===== config.mk =====
export PLATFORM = sky130hd
export DESIGN_NAME = gsw_status_word
export DESIGN_NICKNAME = d
export VERILOG_FILES = /design/src/rtl/gsw_pkg.sv /design/src/rtl/gsw_held_latch.sv /design/src/rtl/gsw_status_word.sv
export VERILOG_INCLUDE_DIRS = /design/src /design/src/rtl
export SDC_FILE = /design/constraint.sdc
export NUM_CORES = 1
export LEC_CHECK = 0
export BUFFER_PORTS_ARGS = -buffer_cell sky130_fd_sc_hd__buf_2
export CAP_MARGIN = 20
export CORE_MARGIN = 2
export CORE_UTILIZATION = 30
export CTS_CLUSTER_DIAMETER = 150
export DETAILED_ROUTE_END_ITERATION = 7
export GPL_TIMING_DRIVEN = 0
export SLEW_MARGIN = 20
export SYNTH_ARGS = -nofsm -noshare
export SYNTH_HDL_FRONTEND = slang
export SYNTH_HIERARCHICAL = 1
export SYNTH_SLANG_ARGS = --single-unit

===== constraint.sdc =====
create_clock -name core_clk -period 2.2 [get_ports core_clk]
set_clock_uncertainty 0.2 [all_clocks]
set_input_delay 0.44 -clock core_clk [delete_from_list [all_inputs] [get_ports core_clk]]
set_output_delay 0.44 -clock core_clk [all_outputs]
set_load 0.01 [all_outputs]

===== src/rtl/gsw_map.svh =====
// Register offsets, field positions and reset values of the gateway status word block
`ifndef GSW_MAP_SVH
`define GSW_MAP_SVH

// ****************************************************************
// Register offsets (word addresses on the plain port)
// ****************************************************************
`define GSW_ADDR_STATUS0   4'h0
`define GSW_ADDR_CTRL0     4'h1
`define GSW_ADDR_CTRL1     4'h2
`define GSW_ADDR_CONFIG    4'h3
`define GSW_ADDR_FAULT     4'h4
`define GSW_ADDR_IRQSTAT   4'h5
`define GSW_ADDR_IRQMASK   4'h6

// ****************************************************************
// Status word field positions
// ****************************************************************
`define GSW_BIT_RUN        15
`define GSW_BIT_HELD       14
`define GSW_BIT_LINK       13
`define GSW_BIT_SELECTOR   12
`define GSW_BIT_HEAVY      11
`define GSW_BIT_LIGHT      10
`define GSW_BIT_UNUSED     9
`define GSW_BIT_ESTOP      8
`define GSW_CODE_MSB       7

// ****************************************************************
// Control word 0 and configuration fields
// ****************************************************************
`define GSW_CTRL0_CANCEL   13
`define GSW_CFG_LATCH      0

// ****************************************************************
// Fault register fields (software raised gateway faults)
// ****************************************************************
`define GSW_FLT_HEAVY      8
`define GSW_FLT_LIGHT      9

// ****************************************************************
// Interrupt status bits
// ****************************************************************
`define GSW_IRQ_LINK       0
`define GSW_IRQ_HEAVY      1
`define GSW_IRQ_LIGHT      2
`define GSW_IRQ_ESTOP      3
`define GSW_IRQ_WIDTH      4

// ****************************************************************
// Reset values
// ****************************************************************
`define GSW_RST_WORD       16'h0000
`define GSW_RST_CONFIG     16'h0000
`define GSW_RST_IRQ        4'h0

`endif


===== src/rtl/gsw_pkg.sv =====
// Types shared by the gateway status word block
package gsw_pkg;

    typedef enum logic [1:0] {
        GSW_BOOT,
        GSW_RUNNING,
        GSW_HALTED
    } gsw_mode_e;

    typedef struct packed {
        logic [3:0]  addr;
        logic [15:0] wdata;
        logic        wr;
        logic        rd;
    } gsw_bus_s;

    typedef struct packed {
        logic        linkFault;
        logic        selectorHand;
        logic        estopInputN;
        logic        gatewayReady;
    } gsw_field_s;

endpackage : gsw_pkg


===== src/rtl/gsw_held_latch.sv =====
// Held link fault latch with configuration gate and cancel
`timescale 1ns/1ps
`include "gsw_map.svh"

module gsw_held_latch (
    input  wire logic core_clk,
    input  wire logic reset,
    input  wire logic latchEnable,
    input  wire logic faultSeen,
    input  wire logic cancelReq,
    output logic      heldFlag
);

    typedef struct packed {
        logic held;
    } gsw_latch_s;

    gsw_latch_s state_ff;
    gsw_latch_s nxt_state;

    always_comb begin
        nxt_state = state_ff;
        if (!latchEnable) begin
            nxt_state.held = 1'b0;
        end else if (faultSeen) begin
            nxt_state.held = 1'b1;
        end else if (cancelReq) begin
            nxt_state.held = 1'b0;
        end
    end

    always_ff @(posedge core_clk or posedge reset) begin
        if (reset) begin
            state_ff <= '0;
        end else begin
            state_ff <= nxt_state;
        end
    end

    assign heldFlag = state_ff.held;

endmodule : gsw_held_latch


===== src/rtl/gsw_status_word.sv =====
// Gateway status word register bank with PLC control words and interrupt
`timescale 1ns/1ps
`include "gsw_map.svh"

module gsw_status_word (
    input  wire logic                core_clk,
    input  wire logic                reset,
    input  wire gsw_pkg::gsw_bus_s   bus,
    output logic [15:0]              rdata,
    input  wire gsw_pkg::gsw_field_s field,
    output logic [15:0]              statusWord,
    output logic                     axisEstop,
    output logic                     irq
);

    // ****************************************************************
    // State
    // ****************************************************************
    typedef struct packed {
        gsw_pkg::gsw_mode_e        mode;
        logic [15:0]               rdata;
        logic [15:0]               status;
        logic [15:0]               ctrl0;
        logic                      latchCfg;
        logic                      heavy;
        logic                      light;
        logic [7:0]                code;
        logic [`GSW_IRQ_WIDTH-1:0] irqStat;
        logic [`GSW_IRQ_WIDTH-1:0] irqMask;
        logic [`GSW_IRQ_WIDTH-1:0] evPrev;
        logic                      estop;
        logic                      irq;
    } gsw_state_s;

    gsw_state_s state_ff;
    gsw_state_s nxt_state;

    logic                      heldFlag;
    logic                      cancelReq;
    logic [`GSW_IRQ_WIDTH-1:0] evNow;
    logic [`GSW_IRQ_WIDTH-1:0] evRise;
    logic [15:0]               word;

    // ****************************************************************
    // Held fault latch
    // ****************************************************************
    // cancel comes from the PLC control word
    assign cancelReq = state_ff.ctrl0[`GSW_CTRL0_CANCEL];

    gsw_held_latch u_latch (
        .core_clk    (core_clk),
        .reset       (reset),
        .latchEnable (state_ff.latchCfg),
        .faultSeen   (field.linkFault),
        .cancelReq   (cancelReq),
        .heldFlag    (heldFlag)
    );

    // ****************************************************************
    // Status word assembly
    // ****************************************************************
    always_comb begin
        word = `GSW_RST_WORD;
        word[`GSW_BIT_RUN] = (state_ff.mode == gsw_pkg::GSW_RUNNING);
        word[`GSW_BIT_HELD] = heldFlag;
        word[`GSW_BIT_LINK] = field.linkFault;
        word[`GSW_BIT_SELECTOR] = field.selectorHand;
        word[`GSW_BIT_HEAVY] = state_ff.heavy;
        word[`GSW_BIT_LIGHT] = state_ff.light;
        word[`GSW_BIT_UNUSED] = 1'b0;
        word[`GSW_BIT_ESTOP] = !field.estopInputN;
        word[`GSW_CODE_MSB:0] = state_ff.code;
    end

    assign evNow = {!field.estopInputN, state_ff.light, state_ff.heavy, field.linkFault};
    assign evRise = evNow & ~state_ff.evPrev;

    // ****************************************************************
    // Next state
    // ****************************************************************
    always_comb begin
        nxt_state = state_ff;
        nxt_state.status = word;
        nxt_state.evPrev = evNow;
        nxt_state.rdata = 16'h0000;

        // Mode: heavy fault halts until reset, restart is the only way out
        case (state_ff.mode)
            gsw_pkg::GSW_BOOT: begin
                if (field.gatewayReady) begin
                    nxt_state.mode = gsw_pkg::GSW_RUNNING;
                end
            end
            gsw_pkg::GSW_RUNNING: begin
                if (state_ff.heavy || !field.gatewayReady) begin
                    nxt_state.mode = state_ff.heavy ? gsw_pkg::GSW_HALTED
                                                    : gsw_pkg::GSW_BOOT;
                end
            end
            gsw_pkg::GSW_HALTED: begin
                nxt_state.mode = gsw_pkg::GSW_HALTED;
            end
            default: begin
                nxt_state.mode = gsw_pkg::GSW_BOOT;
            end
        endcase

        // all axes stop while the flag is set
        nxt_state.estop = word[`GSW_BIT_ESTOP];

        if (bus.wr) begin
            case (bus.addr)
                `GSW_ADDR_CTRL0: begin
                    nxt_state.ctrl0 = bus.wdata;
                end
                `GSW_ADDR_CONFIG: begin
                    nxt_state.latchCfg = bus.wdata[`GSW_CFG_LATCH];
                end
                `GSW_ADDR_FAULT: begin
                    nxt_state.code = bus.wdata[`GSW_CODE_MSB:0];
                    nxt_state.heavy = state_ff.heavy | bus.wdata[`GSW_FLT_HEAVY];
                    nxt_state.light = bus.wdata[`GSW_FLT_LIGHT];
                end
                `GSW_ADDR_IRQSTAT: begin
                    nxt_state.irqStat = state_ff.irqStat & ~bus.wdata[`GSW_IRQ_WIDTH-1:0];
                end
                `GSW_ADDR_IRQMASK: begin
                    nxt_state.irqMask = bus.wdata[`GSW_IRQ_WIDTH-1:0];
                end
                // control word 1 writes are dropped
                default: begin
                    nxt_state.ctrl0 = state_ff.ctrl0;
                end
            endcase
        end

        // New events win over a clear in the same cycle
        nxt_state.irqStat = nxt_state.irqStat | evRise;
        nxt_state.irq = |(nxt_state.irqStat & nxt_state.irqMask);

        if (bus.rd) begin
            case (bus.addr)
                `GSW_ADDR_STATUS0: nxt_state.rdata = word;
                `GSW_ADDR_CTRL0:   nxt_state.rdata = state_ff.ctrl0;
                `GSW_ADDR_CTRL1:   nxt_state.rdata = 16'h0000;
                `GSW_ADDR_CONFIG:  nxt_state.rdata = {15'h0000, state_ff.latchCfg};
                `GSW_ADDR_FAULT: begin
                    nxt_state.rdata = {6'h00, state_ff.light, state_ff.heavy,
                                       state_ff.code};
                end
                `GSW_ADDR_IRQSTAT: nxt_state.rdata = {12'h000, state_ff.irqStat};
                `GSW_ADDR_IRQMASK: nxt_state.rdata = {12'h000, state_ff.irqMask};
                default:           nxt_state.rdata = 16'h0000;
            endcase
        end
    end

    // ****************************************************************
    // Registers
    // ****************************************************************
    always_ff @(posedge core_clk or posedge reset) begin
        if (reset) begin
            state_ff          <= '0;
            state_ff.mode     <= gsw_pkg::GSW_BOOT;
            state_ff.status   <= `GSW_RST_WORD;
            state_ff.ctrl0    <= `GSW_RST_WORD;
            state_ff.latchCfg <= 1'b0;
            state_ff.irqStat  <= `GSW_RST_IRQ;
            state_ff.irqMask  <= `GSW_RST_IRQ;
        end else begin
            state_ff <= nxt_state;
        end
    end

    assign rdata      = state_ff.rdata;
    assign statusWord = state_ff.status;
    assign axisEstop  = state_ff.estop;
    assign irq        = state_ff.irq;

endmodule : gsw_status_word


Yosys cells after proc, flatten, opt, wreduce, memory -nomap -nowiden
Cells that the tools add are included.
{"block": "word_totals", "register_bits": 75, "output_inout_bits": 34, "wordCells": 53}
{"block": "op_classes", "eq_ne": 10, "n_mux": 12, "bitwise_logic": 7, "n_reduce_logical": 10}
{"cell": "one-hot mux 16 bit (6 select lines)", "count": 1}
{"cell": "two-way mux 16 bit", "count": 1}
{"cell": "bitwise AND 4 bit", "count": 3}
{"cell": "== test 4 x 3 -> 1 bit (second input constant)", "count": 3}
{"cell": "two-way mux 4 bit", "count": 2}
{"cell": "two-way mux 8 bit", "count": 1}
{"cell": "NOT 4 bit", "count": 2}
{"cell": "AND reduction 2 bit", "count": 4}
{"cell": "two-way mux 2 bit", "count": 3}
{"cell": "one-hot mux 2 bit (3 select lines)", "count": 1}
{"cell": "== test 4 x 1 -> 1 bit (second input constant)", "count": 1}
{"cell": "== test 4 x 2 -> 1 bit (second input constant)", "count": 1}
{"cell": "logical NOT 4 bit", "count": 1}
{"cell": "OR 4 bit", "count": 1}
{"cell": "OR reduction 4 bit", "count": 1}
{"cell": "two-way mux 1 bit", "count": 3}
{"cell": "!= test 3 x 2 -> 1 bit (second input constant)", "count": 1}
{"cell": "== test 2 x 1 -> 1 bit (second input constant)", "count": 1}
{"cell": "== test 2 bit (second input constant)", "count": 1}
{"cell": "logical NOT 1 bit", "count": 2}
{"cell": "logical NOT 2 bit", "count": 1}
{"cell": "!= test 2 x 1 -> 1 bit (second input constant)", "count": 1}
{"cell": "!= test 2 bit (second input constant)", "count": 1}
{"cell": "logical OR 1 bit", "count": 1}
{"cell": "OR 1 bit", "count": 1}

Depth between registers and ports, before layout
{"block": "depth", "ltp_word": 7, "mapped_depth": 5, "depth_no_buf": 4}

Modules after synthesis
Netlist, hierarchy kept.
{"mod": "gsw_status_word", "n_inst": 1, "cells_per_inst": 240, "area_each_um2": 2930.3, "seq_area_each_um2": 1726.7}
{"mod": "gsw_held_latch", "n_inst": 1, "cells_per_inst": 4, "area_each_um2": 50.0, "seq_area_each_um2": 25.0}

Least setup slack after synthesis
OpenSTA, ideal clock, no wires.
{"block": "synth_path", "path_kind": "input port to flip-flop", "startpoint": "input bus[19] in the netlist's numbering", "endpoint": "register state_ff (netlist bit irq)", "arrival_ns": 1.519, "setup_slack_ns": 0.343, "path_stages": 4, "path_buffers": 0, "cell_sequence": "nand2b_1 o31ai_1 a22oi_1 or4_1"}
{"element": "start: declaration", "line": "gsw_status_word.sv:8", "source": "input wire gsw_pkg::gsw_bus_s bus,"}
{"element": "end signal: assignment", "line": "gsw_status_word.sv:171", "source": "state_ff <= nxt_state;"}
{"element": "end: declaration", "line": "gsw_status_word.sv:35", "source": "gsw_state_s state_ff;"}

Worst setup path in the final report
{"block": "layout_path", "startpoint": "input bus[20] in the netlist's numbering", "endpoint": "register state_ff (netlist bit nxt_state[41])"}
{"block": "layout_between", "elab_chain_cells": 2}
{"element": "== test 4 x 3 -> 1 bit", "line": "gsw_status_word.sv:112", "source": "case (bus.addr)"}
{"element": "AND reduction 2 bit (no source line)"}
No other way between the ends.
A chain may end at the register's enable or synchronous reset.

==> impl_metrics.json <==
{
  "post_synth_inst_count": 244,
  "yosysWarningCount": 6,
  "ys_dominant_reg_cell": "dfrtp_1",
  "die_height_um": 104,
  "synth_seq_area_share": 0.588,
  "route.detailed.drc": 0,
  "synthTopCellsByCount": "dfrtp_1, buf_4, mux2_2, a22oi_1, nor2_1",
  "syn2layout_area_growth_pct": 24.6,
  "vias_per_cell": 4.44,
  "grt_start_max_net_pins": 31,
  "period_share": 0.934,
  "grt_setup_unrepaired": "no",
  "final.min_clock_period_ns": 2.05,
  "worstPathRequired_ns": 2.22,
  "layoutNonFillerInstCount": 456,
  "route.layer.met1.wl_mm": 2.93,
  "finalWeightedCongestion": 0.800,
  "timing.critical_path.slowest_stage_cell": "nor3_2",
  "core_region_area_mm2": 0.00973,
  "synth.most_common_cell": "dfrtp_1",
  "portion_of_synthesized_cell_area_occupied_by_the_leading_cell_type": 0.588,
  "route.final.wire_length_mm": 6.47,
  "synth.cell_area_mm2": 0.00298,
  "critical_path_source_type": "input pin",
  "cts-buffers-inserted": 9,
  "cts_htree_levels": 3,
  "timing.critical_path.to_type": "flip-flop",
  "finish.utilization": 0.382,
  "core.rowCount": 36,
  "detailedRoute.firstPassIterationCount": 4,
  "vdd.ir_drop.worst_uv": 246,
  "met3_length_um": 365,
  "status": "finished, final reports clean",
  "grt_antenna_before_repair": 0,
  "synth_edf_count": 0,
  "power.density_mw_per_mm2": 859,
  "topRoutingLayerUsed": "met4",
  "finalSetupViolCount": 0,
  "cts.sinks": 70,
  "drive_gt1_frac": 0.461,
  "route.vias.total": 2025,
  "die_x_um": 104,
  "cts-root-to-sink-buffers": 2,
  "initial_core_util": 0.306,
  "fin_hold_ws_ns": 0.0325,
  "finalHoldViolCount": 0,
  "met2WireLength_mm": 3.06,
  "grt_pass1_vias": 2090,
  "filler_cell_count": 1008,
  "die_area_mm2": 0.0107,
  "io_buffers": 60,
  "grt.overflow.total": 0,
  "max_cap_viol_count": 0,
  "grt_first_pass_wirelength_mm": 10.7,
  "worstSetupPathType": "in2reg",
  "worst_skew_pair.late_latency_ns": 0.34,
  "drt_iter0_markers": 121,
  "static-leakage-power_nw": 1.83,
  "cts.reportedPaths.clkPinSlew_ns": 0.07,
  "grt.total_usage": 0.129,
  "crit_path_cell_trace": "buf_2 > buf_6 > nand3b_4 > nor3_2 > mux2_2",
  "synth_top_area_cell": "dfrtp_1",
  "diodes": 0,
  "critical_path.max_stage_delay_ns": 0.79,
  "timing.slew.headroom": 0.317,
  "timing_worst_slew_pin_value_ns": 1.02,
  "syn_area_per_cell_um2": 12.2,
  "postRouteAntennaNets": 0,
  "dp.cells": 439,
  "synthTopCellsByArea": "dfrtp_1, mux2_2, buf_4",
  "dp_hpwl_mm": 4.70,
  "synth-async-reset-ratio": 1.00,
  "path_max_fanout": 10,
  "synth_nets": 272,
  "tritoncts": "built",
  "post_synth_num_cell_types": 37,
  "finalMaxSlewViolations": 0,
  "cp_data_arrival_time_ns": 2.07,
  "achievable-frequency_ghz": 0.487,
  "hold_path.class": "in2reg",
  "ctsRootBufferMaster": "clkbuf_8",
  "avgRoutedWirePerCell_um": 14.2,
  "yosys_register_bits": 70,
  "number_of_top_level_design_ports": 62,
  "num-nets-final": 346
}
[path summary, 6_finish.rpt]
kind	startpoint	depth (start not counted)	end	slack, ns
setup / recovery	bus[20]	5	nxt_state[41]	0.15
hold / removal	field[2]	1	statusWord[12]	0.03
setup reg to reg	evNow[1]	3	irq	0.69
hold reg to reg	nxt_state[45]	0	statusWord[4]	0.20
max in group asynchronous	reset	5	state_ff[4]	0.64
min in group asynchronous	reset	3	u_latch/heldFlag	0.32
[stage by stage]
step | setup TNS (ns) | area, um^2 | setup slack [ns] | total power, W
finish | 0 | 3710 | 0.146 | 0.00319
global route | 0 | 3710 | 0.0521 | 0.00336
CTS | 0 | 3710 | 0.0787 | 0.00323
detailed placement | -3.75 | 3500 | -0.297 | 0.00220
global placement | -4.58 | 3450 | -0.261 | 0.00217
floorplan | 0 | 2980 | 0.343 | 0.00199
[logic make-up after synthesis]
| family | after synthesis | synth area share |
|---|---|---|
| flip-flops | 70 | 0.588 |
| AND/OR/NAND/NOR | 58 | 0.106 |
| AO/OA/AOI/OAI | 39 | 0.0974 |
| multiplexers | 27 | 0.101 |
| other | 1 | 0.00126 |
| buffers and inverters | 49 | 0.106 |
[cell usage in the layout (no fill, tap or decap), types with 3 or more instances in the layout]
master and instances:
nor2b_1 5, o21ai_0 6, dfrtp_1 70, a22o_1 3, mux2_2 25, nand3_1 5, a22oi_1 15, clkinv_2 3
o31ai_1 4, nand2b_1 5, buf_4 32, buf_2 64, nand2_1 13, inv_1 10, and3_1 3, clkbuf_8 10
nor2_1 15
[sequential cells by signal (all words and copies together), names as in the netlist]
name	cells
state_ff	29
rdata	16
statusWord	12
nxt_state	8
evNow	2
cancelReq	1
irq	1
u_latch/heldFlag	1
[layout make-up]
class / count / area [um^2] / share of cell area
buffer: 38 / 275 / 0.0741
multi-input combinational: 125 / 918 / 0.247
sequential: 70 / 1750 / 0.472
inverter: 11 / 45.0 / 0.0121
timing repair buffer: 63 / 358 / 0.0964
clock buffer: 10 / 138 / 0.0371
tap: 133 / 166 / 0.0448
clock inverter: 6 / 61.3 / 0.0165
[worst max-delay path: cells and delay by family]
kind	cells	cell delay [ns]
buffers and inverters	2	0.28
and+or+nand+nor	2	0.94
muxes	1	0.41
[power by group]
part           leakage, nW  internal (W)  total, W  switching [W]
sequential           0.873       0.00150   0.00162       0.000122
combinational        0.856      0.000301  0.000545       0.000244
clock                0.102      0.000550   0.00102       0.000471
[per-layer routing]
layer | vias to the layer above | global-route usage
li1 | 969 | -
met1 | 980 | 0.165
met2 | 67 | 0.196
met3 | 9 | 0.0415
met4 | 0 | 0.0637
met5 | - | 0
[what timing repair did]
item	CTS	global route
resized for setup	0	0
endpoints found under the hold margin	22	0
buffers inserted	0	0
hold buffers	1	0
Note: power is estimated with default switching activity, not from simulation.
